### config.mk
export PLATFORM = sky130hd
export DESIGN_NAME = dps_drive_state
export DESIGN_NICKNAME = d
export VERILOG_FILES = /design/src/design/dps_drive_state.v /design/src/design/dps_error_map.v
export VERILOG_INCLUDE_DIRS = /design/src /design/src/design
export SDC_FILE = /design/constraint.sdc
export NUM_CORES = 1
export LEC_CHECK = 0
export ABC_AREA = 1
export BUFFER_PORTS_ARGS = -buffer_cell sky130_fd_sc_hd__buf_2
export CAP_MARGIN = 20
export CORE_UTILIZATION = 50
export DETAILED_ROUTE_END_ITERATION = 12
export PLACE_DENSITY_LB_ADDON = 0.05
export SYNTH_ARGS = -nofsm -noshare
export SYNTH_HDL_FRONTEND = slang
export SYNTH_SLANG_ARGS = --single-unit
### constraint.sdc
create_clock -name clk -period 3.47 [get_ports clk]
set_input_delay 0 -clock clk [delete_from_list [all_inputs] [get_ports clk]]
set_output_delay 0 -clock clk [all_outputs]
set_load 0.01 [all_outputs]
### src/design/dps_consts.vh
// Offsets, field positions, reset values and timing counts of the drive state machine.
`ifndef DPS_CONSTS_VH
`define DPS_CONSTS_VH
`define DPS_OFF_ERROR_CODE 16'h603f
`define DPS_OFF_COMMAND_WORD 16'h6040
`define DPS_OFF_STATE_WORD 16'h6041
`define DPS_OFF_EVENT_CTRL 16'h7000
`define DPS_CW_SWITCH_ON 0
`define DPS_CW_ENABLE_VOLTAGE 1
`define DPS_CW_NO_QUICK_STOP 2
`define DPS_CW_ENABLE_OPERATION 3
`define DPS_CW_FAULT_RESET 7
`define DPS_CW_RESET 16'h0000
`define DPS_EC_NONE 16'h0000
`define DPS_EC_OVERVOLTAGE 16'h3210
`define DPS_EC_UNDERVOLTAGE 16'h3220
`define DPS_EC_GENERIC 16'h1000
`define DPS_EC_OVERCURRENT 16'h2300
`define DPS_EC_HEAT_INTERNAL 16'h4110
`define DPS_EC_HEAT_MODULE 16'h4210
`define DPS_EC_HEAT_DRIVE 16'h4310
`define DPS_EC_POWER_UNIT 16'h5400
`define DPS_EC_OVERLOAD 16'h3230
`define DPS_EC_BLOCKADE 16'h7121
`define DPS_MIN_OFF_TIME_US 1000
`define DPS_CLK_MHZ 125
`define DPS_MIN_OFF_CYCLES (`DPS_MIN_OFF_TIME_US * `DPS_CLK_MHZ)
`define DPS_FAULT_REACT_CYCLES 16
`endif

### src/design/dps_drive_state.v
// Drive profile state machine with command word, state word and error code registers.
`timescale 1ns/1ps
`include "dps_consts.vh"
// Behaviour
// RULE1: Leave not-ready by itself after initialisation.
// RULE2: Successful fault reset enters switch-on-disabled.
// RULE3: Voltage off or no release disables switch-on.
// RULE4: Incomplete DC link charge forces switch-on-disabled.
// RULE5: Quick stop active leads to switch-on-disabled.
// RULE6: Voltage enable moves disabled to ready.
// RULE7: Switch-on cleared returns to ready.
// RULE8: Switch-on set moves ready to switched-on.
// RULE9: Operation enable cleared returns to switched-on.
// RULE10: Switched-on needs power unit voltage.
// RULE11: Operation enable starts mod-off pause, minimum wait.
// RULE12: Start functions complete before operation enabled.
// RULE13: Quick stop request enters quick stop active.
// RULE14: Error enters fault reaction, then fault.
// RULE15: Error code is read-only sixteen bits.
// RULE16: Internal error number maps to profile code.
// RULE17: Warnings alone report code zero.
// RULE18: Command word bits 0,1,2,3,7 control.
// RULE19: State word low bits encode state.
// RULE20: Controller commands via bits 0-3 and 7.
// RULE21: One state register, errors take priority.
module dps_drive_state #(
	parameter MIN_OFF_CYCLES = `DPS_MIN_OFF_CYCLES,
	parameter FAULT_REACT_CYCLES = `DPS_FAULT_REACT_CYCLES
) (
	// Clock and reset.
	input wire clk,
	input wire rst_n,
	// Register port.
	input wire [15:0] reg_addr,
	input wire [15:0] reg_wdata,
	input wire reg_wr,
	input wire reg_rd,
	output reg [15:0] reg_rdata,
	// Internal events from the same clock domain.
	input wire init_done,
	input wire [7:0] err_num,
	input wire err_active,
	input wire start_done,
	// Asynchronous status pins.
	input wire dc_link_charged,
	input wire control_release,
	input wire power_unit_ok,
	// State outputs.
	output reg [15:0] drive_state_word,
	output reg [15:0] drive_error_code,
	output reg [3:0] inverter_state_display,
	output reg start_request,
	output reg modulation_on
);
	localparam [3:0] ST_NOT_READY = 4'h0;
	localparam [3:0] ST_DISABLED = 4'h1;
	localparam [3:0] ST_READY = 4'h2;
	localparam [3:0] ST_SWITCHED_ON = 4'h3;
	localparam [3:0] ST_MOD_OFF = 4'h4;
	localparam [3:0] ST_START_OP = 4'h5;
	localparam [3:0] ST_OP_ENABLED = 4'h6;
	localparam [3:0] ST_QUICK_STOP = 4'h7;
	localparam [3:0] ST_FAULT_REACT = 4'h8;
	localparam [3:0] ST_FAULT = 4'h9;

	// Two-stage synchronisers for the pins.
	reg [2:0] sync1_q;
	reg [2:0] sync2_q;
	always @(posedge clk or negedge rst_n) begin
		if (!rst_n) begin
			sync1_q <= 3'h0;
			sync2_q <= 3'h0;
		end else begin
			sync1_q <= {power_unit_ok, control_release, dc_link_charged};
			sync2_q <= sync1_q;
		end
	end
	wire dc_ok = sync2_q[0];
	wire release_ok = sync2_q[1];
	wire pu_ok = sync2_q[2];

	// Command word register.
	reg [15:0] cmd_q;
	reg fault_reset_d;
	reg fr_prev_q;
	always @(posedge clk or negedge rst_n) begin
		if (!rst_n) begin
			cmd_q <= `DPS_CW_RESET;
		end else if (reg_wr && reg_addr == `DPS_OFF_COMMAND_WORD) begin
			cmd_q <= reg_wdata; // [RULE18]
		end
	end
	wire cw_switch_on = cmd_q[`DPS_CW_SWITCH_ON]; // [RULE18] [RULE20]
	wire cw_voltage = cmd_q[`DPS_CW_ENABLE_VOLTAGE];
	wire cw_no_qs = cmd_q[`DPS_CW_NO_QUICK_STOP];
	wire cw_enable_op = cmd_q[`DPS_CW_ENABLE_OPERATION];
	wire cw_fault_reset = cmd_q[`DPS_CW_FAULT_RESET];

	// A fault reset acts on the rising edge of its bit, so a held bit cannot mask a new error.
	always @(posedge clk or negedge rst_n) begin
		if (!rst_n) begin
			fr_prev_q <= 1'b0;
		end else begin
			fr_prev_q <= cw_fault_reset;
		end
	end
	always @* begin
		fault_reset_d = cw_fault_reset && !fr_prev_q;
	end

	// Error code mapping.
	wire [15:0] mapped_code;
	dps_error_map u_map (
		.err_num(err_num),
		.err_code(mapped_code)
	);
	reg [15:0] err_code_d;
	always @* begin
		if (err_active) begin
			err_code_d = mapped_code; // [RULE16]
		end else begin
			err_code_d = `DPS_EC_NONE; // [RULE17]
		end
	end

	// Timer for mod-off pause and fault reaction.
	reg [31:0] tmr_q;
	reg [31:0] tmr_d;
	reg [3:0] state_q;
	reg [3:0] state_d;
	wire voltage_lost = !cw_voltage || !release_ok || !dc_ok;

	// Next-state logic; errors are evaluated before any command.
	always @* begin
		state_d = state_q;
		tmr_d = tmr_q;
		if (tmr_q != 32'h0) begin
			tmr_d = tmr_q - 32'h1;
		end
		if (err_active && state_q != ST_NOT_READY && state_q != ST_FAULT_REACT && state_q != ST_FAULT) begin
			state_d = ST_FAULT_REACT; // [RULE14] [RULE21]
			tmr_d = FAULT_REACT_CYCLES;
		end else begin
			case (state_q)
				ST_NOT_READY: begin
					if (init_done) begin
						state_d = ST_DISABLED; // [RULE1]
					end
				end
				ST_DISABLED: begin
					if (cw_voltage && cw_no_qs && release_ok && dc_ok && !cw_switch_on) begin
						state_d = ST_READY; // [RULE6] [RULE4]
					end
				end
				ST_READY: begin
					if (voltage_lost || !cw_no_qs) begin
						state_d = ST_DISABLED; // [RULE3] [RULE4]
					end else if (cw_switch_on && pu_ok) begin
						state_d = ST_SWITCHED_ON; // [RULE8] [RULE10]
					end
				end
				ST_SWITCHED_ON: begin
					if (voltage_lost || !cw_no_qs) begin
						state_d = ST_DISABLED; // [RULE3] [RULE4]
					end else if (!cw_switch_on) begin
						state_d = ST_READY; // [RULE7]
					end else if (cw_enable_op) begin
						state_d = ST_MOD_OFF; // [RULE11]
						tmr_d = MIN_OFF_CYCLES;
					end
				end
				ST_MOD_OFF, ST_START_OP: begin
					if (voltage_lost || !cw_no_qs) begin
						state_d = ST_DISABLED; // [RULE3]
					end else if (!cw_switch_on) begin
						state_d = ST_READY;
					end else if (!cw_enable_op) begin
						state_d = ST_SWITCHED_ON;
					end else if (state_q == ST_MOD_OFF && tmr_q <= 32'h1) begin
						state_d = ST_START_OP; // [RULE11]
					end else if (state_q == ST_START_OP && start_done) begin
						state_d = ST_OP_ENABLED; // [RULE12]
					end
				end
				ST_OP_ENABLED: begin
					if (voltage_lost) begin
						state_d = ST_DISABLED; // [RULE3] [RULE4]
					end else if (!cw_no_qs) begin
						state_d = ST_QUICK_STOP; // [RULE13]
					end else if (!cw_switch_on) begin
						state_d = ST_READY; // [RULE7]
					end else if (!cw_enable_op) begin
						state_d = ST_SWITCHED_ON; // [RULE9]
					end
				end
				ST_QUICK_STOP: begin
					state_d = ST_DISABLED; // [RULE5]
				end
				ST_FAULT_REACT: begin
					if (tmr_q <= 32'h1) begin
						state_d = ST_FAULT; // [RULE14]
					end
				end
				ST_FAULT: begin
					if (fault_reset_d && !err_active) begin
						state_d = ST_DISABLED; // [RULE2]
					end
				end
				default: begin
					state_d = ST_NOT_READY;
				end
			endcase
		end
	end

	// The single state register.
	always @(posedge clk or negedge rst_n) begin
		if (!rst_n) begin
			state_q <= ST_NOT_READY;
			tmr_q <= 32'h0;
		end else begin
			state_q <= state_d; // [RULE21]
			tmr_q <= tmr_d;
		end
	end

	// State word encoding of the low bits.
	function [15:0] state_bits;
		input [3:0] st;
		input volt;
		begin
			case (st)
				ST_NOT_READY: state_bits = 16'h0000;
				ST_DISABLED: state_bits = 16'h0040;
				ST_READY: state_bits = 16'h0021;
				ST_SWITCHED_ON, ST_MOD_OFF, ST_START_OP: state_bits = 16'h0023;
				ST_OP_ENABLED: state_bits = 16'h0027;
				ST_QUICK_STOP: state_bits = 16'h0007;
				ST_FAULT_REACT: state_bits = 16'h000f;
				ST_FAULT: state_bits = 16'h0008;
				default: state_bits = 16'h0000;
			endcase
			state_bits = state_bits | {11'h000, volt, 4'h0};
		end
	endfunction

	always @(posedge clk or negedge rst_n) begin
		if (!rst_n) begin
			drive_state_word <= 16'h0000;
			drive_error_code <= `DPS_EC_NONE;
			inverter_state_display <= 4'h0;
			start_request <= 1'b0;
			modulation_on <= 1'b0;
		end else begin
			drive_state_word <= state_bits(state_d, pu_ok); // [RULE19]
			drive_error_code <= err_code_d; // [RULE15]
			inverter_state_display <= state_d;
			start_request <= (state_d == ST_START_OP);
			modulation_on <= (state_d == ST_START_OP) || (state_d == ST_OP_ENABLED);
		end
	end

	// Read port; the error code is read-only and writes to it are ignored.
	always @(posedge clk or negedge rst_n) begin
		if (!rst_n) begin
			reg_rdata <= 16'h0000;
		end else if (reg_rd) begin
			case (reg_addr)
				`DPS_OFF_ERROR_CODE: reg_rdata <= drive_error_code; // [RULE15]
				`DPS_OFF_COMMAND_WORD: reg_rdata <= cmd_q;
				`DPS_OFF_STATE_WORD: reg_rdata <= drive_state_word;
				`DPS_OFF_EVENT_CTRL: reg_rdata <= {12'h000, state_q};
				default: reg_rdata <= 16'h0000;
			endcase
		end else begin
			reg_rdata <= 16'h0000;
		end
	end
endmodule // dps_drive_state

### src/design/dps_error_map.v
// Mapping of the internal error number to the profile error code.
`timescale 1ns/1ps
`include "dps_consts.vh"
module dps_error_map (
	// Internal error number, zero for none.
	input wire [7:0] err_num,
	// Profile error code.
	output reg [15:0] err_code
);
	always @* begin
		case (err_num)
			8'h01: err_code = `DPS_EC_OVERVOLTAGE; // [RULE16]
			8'h02: err_code = `DPS_EC_UNDERVOLTAGE; // [RULE16]
			8'h03, 8'h05, 8'h12, 8'h1e, 8'h1f, 8'h27, 8'h38, 8'h3a, 8'h83: err_code = `DPS_EC_GENERIC;
			8'h04: err_code = `DPS_EC_OVERCURRENT; // [RULE16]
			8'h06, 8'h07: err_code = `DPS_EC_HEAT_INTERNAL;
			8'h08, 8'h24: err_code = `DPS_EC_HEAT_MODULE;
			8'h09, 8'h0b: err_code = `DPS_EC_HEAT_DRIVE;
			8'h0c: err_code = `DPS_EC_POWER_UNIT;
			8'h10, 8'h11, 8'h13, 8'h14: err_code = `DPS_EC_OVERLOAD;
			8'h1a: err_code = `DPS_EC_BLOCKADE;
			default: err_code = `DPS_EC_NONE; // [RULE16] [RULE17]
		endcase
	end
endmodule // dps_error_map

==> reports/summary.txt, run 1 <==
outcome: completed
layout net count: 813
endpoint required time on the critical path: 3730 ps
wire length of the first global-routing pass: 21.3 mm
I/O pins: 104
drt initial violations: 383
Hold/Removal Path Class: input pin to flip-flop
design area: 6060 µm²
unrepaired setup endpoints after global routing: no
async set or reset register ratio after synthesis: 1.00
critical path's most frequent cell: nor2_1
Total GRT Usage: 0.270
leakage power: 3.20 nW
initial core utilization: 0.521
wirelength, routed: 13.5 mm
area of combinational cells with multiple inputs: 2380 µm²
share of the core filled with cells in the final layout: 0.614
pin count of the biggest net entering global routing: 79
Worst Max-Slew Pin Slew: 773 ps
number of synthesized flops with an enable pin: 0
routed vias/inst: 5.26
core area: 9860 µm²
final weighted congestion in routability-driven placement: 0.968
clk root buf: clkbuf_8
H-tree lvl count: 3
source-to-sink clock delay at the later pin of the worst-skew pair: 380 ps
category of the critical setup timing path: flip-flop to flip-flop
start point of the critical path: tmr_q[0]$_DFF_PN0_
total of flip-flops plus latches after synthesis: 93
DP Area: 5620 µm²
combined flip-flop and latch cell area: 2330 µm²
part of the Yosys area used for sequential elements: 0.453
number of clock sinks seen by CTS: 93
TritonCTS clock tree: done
fillers: 895
primary flip-flop cell chosen by synthesis mapping: dfrtp_1
number of maximum-capacitance violations: 0
height of the die: 103 µm
count of unique library cells instantiated by Yosys: 44
maximum fanout encountered on the critical timing path: 8
number of gates resized after cts: 0
number of setup buffers added after CTS: 0
buffers added on ports: 87
vias after detailed routing: 4716
area grow syn2layout: 17.9%
clk slew on worst S/H paths: 90 ps
f_max: 440 MHz
number of warning messages in the yosys log: 0
worst-case clock buffer depth: 2
layout cells sized above 1: 0.194
power density over cell area: 607 nW/µm²
share of the clock period used by the worst path: 0.655
cell count of the worst reg-to-reg path: 11
Worst EP arrival: 2540 ps
most common cell in the synthesized netlist: nand2_1
antenna diode instance count: 0
synthesized instance count: 648
initial antenna violation count: 0
post-detailed-placement half-perimeter wirelength: 9.99 mm
Max-Slew Margin vs Limit: 0.481
min Tclk post-route: 2270 ps
Max Clock Skew: 10.4 ps
Design Power: 0.00368 W
number of endpoints failing setup at the final stage: 0
post-detailed-route wirelength per cell: 15.1 µm
GRT overflow: 0
horizontal die dimension: 103 µm
Hold Violations, Final: 0
Total Die Area: 10700 µm²
TritonCTS buffer count: 9
1st-pass router iterations: 5
largest stage delay on the critical path: 440 ps
synthesized area divided by synthesized cell count: 7.93 µm²
crit path launch type: flip-flop
most frequent cells after synthesis: 124 x nand2_1, 112 x nor2_1, 93 x dfrtp_1
DRC violation count after routing: 0
source of the worst register-to-register timing path: tmr_q[0]$_DFF_PN0_
termination of the worst setup path: tmr_q[16]$_DFF_PN0_
Critical Path Slowest Stage Cell: dfrtp_1
setup TNS: 0 ps
count of pins over their slew limit: 0
top-area cell type share of the netlist area: 0.453
vias in the first global route: 4245
Reg2Reg Capture Point: tmr_q[16]$_DFF_PN0_
number of antenna-violating nets in the routed design: 0
biggest area contributors in the synthesized netlist: dfrtp_1 45%, nand2_1 9.1%, nor2_1 8.2%
placement row count: 36
peak supply drop: 0.000484 V
register-to-register path setup slack: 1200 ps
sort of element at the end of the critical path: flip-flop
library cell occupying the most area in the post-synthesis netlist: dfrtp_1
area of the mapped netlist: 5140 µm²
Critical Path, Cell by Cell: inv_1 -> ha_1 -> inv_1 -> nor2_2 -> inv_1 -> nor2_1 -> nand2_1 -> xor2_1 -> nor2_1 -> nor2_1 -> nor2_1
-- area by class of cell --
type / instances / area share
Multi-Input combinational cell: 464 / 0.393
Sequential cell: 93 / 0.384
Timing Repair Buffer: 113 / 0.117
Inverter: 79 / 0.0489
Tap cell: 133 / 0.0275
Clock buffer: 12 / 0.0239
Clock inverter: 2 / 0.00578
-- sequential cells by signal (all words and copies together), names as in the netlist --
name,count
drive_state_word,7
sync2_q,3
inverter_state_display,4
fr_prev_q,1
tmr_q,32
reg_rdata,16
modulation_on,1
start_request,1
cmd_q,16
sync1_q,3
drive_error_code,9
-- metal layers --
layer / up-vias / part of all wire / GRT usage
met5: - / 0 / 0
met4: 0 / 0.0077 / 0.0574
met3: 11 / 0.094 / 0.0840
met2: 196 / 0.42 / 0.367
met1: 2207 / 0.48 / 0.416
li1: 2302 / - / -
-- metrics by stage --
step | hold WS (ps) | std cells | worst slack, ps
floorplan | -296 | 663 | 1620
CTS | 35.2 | 894 | 1230
global placement | 111 | 858 | 1420
global route | 72.0 | 896 | 1010
detailed placement | 109 | 858 | 1270
finish | 60.1 | 896 | 1200
-- cell usage in the layout, fill, tap and decap left out, types with 3 or more instances in the layout --
master | synthesis | layout
xor2_1 | 15 | 15
inv_1 | 67 | 67
dlygate4sd3_1 | 0 | 23
a31o_2 | 4 | 4
mux2_4 | 8 | 8
nor4_1 | 7 | 7
nor2_1 | 112 | 112
nand3_1 | 43 | 43
inv_2 | 11 | 11
a21oi_1 | 27 | 27
o21ai_0 | 9 | 9
nor2_2 | 3 | 3
nand2_2 | 3 | 3
ha_1 | 3 | 3
buf_4 | 18 | 3
xnor2_1 | 3 | 3
dfrtp_1 | 93 | 93
buf_2 | 6 | 86
nor3_1 | 32 | 32
or2_2 | 3 | 3
clkbuf_8 | 0 | 10
conb_1 | 1 | 16
nand2_1 | 124 | 124
o211ai_1 | 3 | 3
o41ai_1 | 6 | 6
nand4_1 | 19 | 19
-- logic make-up (layout without fill, tap and decap cells) --
group	after synthesis	after routing	synth area share
buffers and inverters	106	206	0.0950
multiplexers	10	10	0.0278
other	1	16	0.000730
AND/OR/NAND/NOR	361	361	0.319
XOR/XNOR	18	18	0.0307
adder cells (fa/ha/maj)	3	3	0.00731
flip-flops	93	93	0.453
AO/OA/AOI/OAI	56	56	0.0667
-- worst min-delay path by stage --
stage / from / cells after the start / to / slack, ps
2_1_floorplan: rst_n / 0 / cmd_q[0]$_DFFE_PN0P_ / -300
3_3_place_gp: power_unit_ok / 1 / sync1_q[2]$_DFF_PN0_ / 110
3_5_place_dp: control_release / 1 / sync1_q[1]$_DFF_PN0_ / 110
4_1_cts: err_num[1] / 4 / drive_error_code[4]$_DFF_PN0_ / 40
5_1_grt: err_num[1] / 4 / drive_error_code[4]$_DFF_PN0_ / 70
6_report: err_num[1] / 4 / drive_error_code[4]$_DFF_PN0_ / 60
-- critical path: cells and delay by family, from the launching register on --
kind	cells	cell delay (ps)
simple gates	6	760
fa+ha+maj	1	370
flops	1	440
xor+xnor	1	170
buf+inv	3	430
-- what timing repair did --
action / in CTS / in global routing
hold buffers: 22 / 1
hold endpoints to repair: 103 / 5
setup endpoints to repair: 0 / 0
-- power breakdown --
group          switching, W  internal (W)  total (W)
logic               0.00103      0.000498    0.00153
registers          0.000188       0.00125    0.00144
clock network      0.000366      0.000345   0.000710
Power figures use the tool's default switching activity.
==> inputs of run 2 (changes only) <==
Clock period 3.47 ns to 2.3 ns, I/O delays scaled along.
==> reports/summary.txt, run 2 (synthesized netlist as in run 1, its figures left out) <==
leakage power: 3.25 nW (+1.3%)
pin count of the biggest net entering global routing: 41 (-48%)
clk root buf: clkbuf_8
Worst EP arrival: 2380 ps (-160 ps)
wirelength, routed: 13.6 mm (+0.40%)
Max Clock Skew: 14.7 ps (+4.31 ps)
commonest non-fill, non-tap cell in the layout: nand2_1
final-layout worst hold slack: 65.9 ps (+5.82 ps)
drt initial violations: 410 (+7.0%)
layout cells sized above 1: 0.210 (+0.0156)
source-to-sink clock delay at the later pin of the worst-skew pair: 370 ps (about the same)
core area: 9860 µm² (unchanged)
Max-Slew Margin vs Limit: 0.617 (+0.136)
Most flops, register: tmr_q
DRC violation count after routing: 0 (unchanged)
placement row count: 36 (unchanged)
area of combinational cells with multiple inputs: 2380 µm² (+0.11%)
Total Die Area: 10700 µm² (unchanged)
post-detailed-placement half-perimeter wirelength: 10.3 mm (+3.2%)
setup TNS: 0 ps (unchanged)
1st-pass router iterations: 7 (+2)
area grow syn2layout: 19.4%
GRT overflow: 0 (unchanged)
height of the die: 103 µm (unchanged)
number of clock sinks seen by CTS: 93 (unchanged)
power density over cell area: 912 nW/µm² (+50%)
peak supply drop: 0.000569 V (+18%)
min Tclk post-route: 2130 ps (-143 ps)
combined flip-flop and latch cell area: 2330 µm² (unchanged)
unrepaired setup endpoints after global routing: no
f_max: 470 MHz (+6.7%)
antenna diode instance count: 0 (unchanged)
register-to-register path setup slack: 170 ps (-1030 ps)
number of standard cells in the layout, taps in and fillers out: 906 (+1.1%)
final weighted congestion in routability-driven placement: 0.994 (+2.7%)
routed vias/inst: 5.26 (-0.12%)
top flop regs: tmr_q (32), cmd_q (16), reg_rdata (16)
number of maximum-capacitance violations: 0 (unchanged)
share of the clock period used by the worst path: 0.926 (+0.271)
wire length of the first global-routing pass: 21.4 mm (+0.62%)
initial core utilization: 0.521 (unchanged)
Total GRT Usage: 0.266 (-0.00312)
endpoint required time on the critical path: 2550 ps (-1180 ps)
category of the critical setup timing path: flip-flop to flip-flop
crit path launch type: flip-flop
max FFs per register: 32 (unchanged)
I/O pins: 104 (unchanged)
TritonCTS clock tree: done
Hold/Removal Path Class: input pin to flip-flop
count of placed standard cells including taps: 868 (+1.2%)
number of antenna-violating nets in the routed design: 0 (unchanged)
count of pins over their slew limit: 0 (unchanged)
horizontal die dimension: 103 µm (unchanged)
vias after detailed routing: 4763 (+1.0%)
TritonCTS buffer count: 9 (unchanged)
vias in the first global route: 4282 (+0.87%)
design area: 6130 µm² (+1.2%)
fillers: 897 (+0.22%)
most frequent cells in the layout: 124 x nand2_1, 112 x nor2_1, 93 x dfrtp_1, 86 x buf_2, 66 x inv_1
number of setup buffers added after CTS: 0 (unchanged)
DP Area: 5710 µm² (+1.6%)
number of endpoints failing setup at the final stage: 0 (unchanged)
worst-case clock buffer depth: 2 (unchanged)
clk slew on worst S/H paths: 80 ps (about the same)
Hold Violations, Final: 0 (unchanged)
initial antenna violation count: 0 (unchanged)
Worst Max-Slew Pin Slew: 568 ps (-206 ps)
buffers added on ports: 87 (unchanged)
maximum fanout encountered on the critical timing path: 24 (+16)
H-tree lvl count: 3 (unchanged)
sort of element at the end of the critical path: flip-flop
outcome: completed
post-detailed-route wirelength per cell: 15.0 µm (-0.71%)
layout net count: 821 (+0.98%)
run 2: cell types whose count changed in the layout (fill, tap and decap cells not counted):
cell	previous run	this run
buf_12	0	1
buf_16	1	0
buf_4	3	12
clkbuf_1	2	1
clkinv_4	0	2
clkinvlp_4	0	1
dlygate4sd3_1	23	22
ha_1	3	2
ha_2	0	1
inv_1	67	66
inv_2	11	12
run 2: through the flow:
stage / setup WS [ps] / utilization / total power, W
floorplan: 448 / - / 0.00372
global placement: 190 / 0.579 / 0.00438
detailed placement: 151 / 0.579 / 0.00441
CTS: 132 / 0.622 / 0.00557
global route: 32.9 / 0.622 / 0.00600
finish: 170 / 0.622 / 0.00560
run 2: worst paths after layout:
kind / start / end / depth (start not counted)
setup / recovery: inverter_state_display[1]$_DFF_PN0_ / tmr_q[2]$_DFF_PN0_ / 7
hold / removal: err_num[1] / drive_error_code[4]$_DFF_PN0_ / 4
setup reg to reg: inverter_state_display[1]$_DFF_PN0_ / tmr_q[2]$_DFF_PN0_ / 7
hold reg to reg: sync1_q[1]$_DFF_PN0_ / sync2_q[1]$_DFF_PN0_ / 0
max in group asynchronous: rst_n / drive_error_code[13]$_DFF_PN0_ / 3
min in group asynchronous: rst_n / tmr_q[27]$_DFF_PN0_ / 2
run 2: routing by layer:
layer,global-route usage,vias to the layer above,share of wire
li1,-,2318,-
met3,0.0565,12,0.080
met1,0.419,2236,0.49
met5,0,-,0
met4,0.0520,0,0.0082
met2,0.376,197,0.43
run 2: critical path, stage by stage (launching register included):
cell and delay (ps):
dfrtp_1 500, inv_2 170, nand2_1 120, nor2_1 230, nor3_4 90, inv_2 180, nand2_2 340, a211oi_1 400
run 2: where the power goes:
part | internal, W | switching, W
combinational | 0.000784 | 0.00155
clock | 0.000534 | 0.000568
sequential | 0.00189 | 0.000267
total | 0.00321 | 0.00239
run 2: layout make-up:
cell class	count	area share
clock buffer	11	0.0230
clock inverter	5	0.00979
inverter	79	0.0483
multi-input combinational	464	0.388
sequential	93	0.379
tap	133	0.0271
timing repair buffer	121	0.124
run 2: repair_timing:
item                       4_1_cts  5_1_grt
hold endpoints to repair        80        0
resized for setup                0        2
setup endpoints to repair        0        5
hold buffers                    22        0
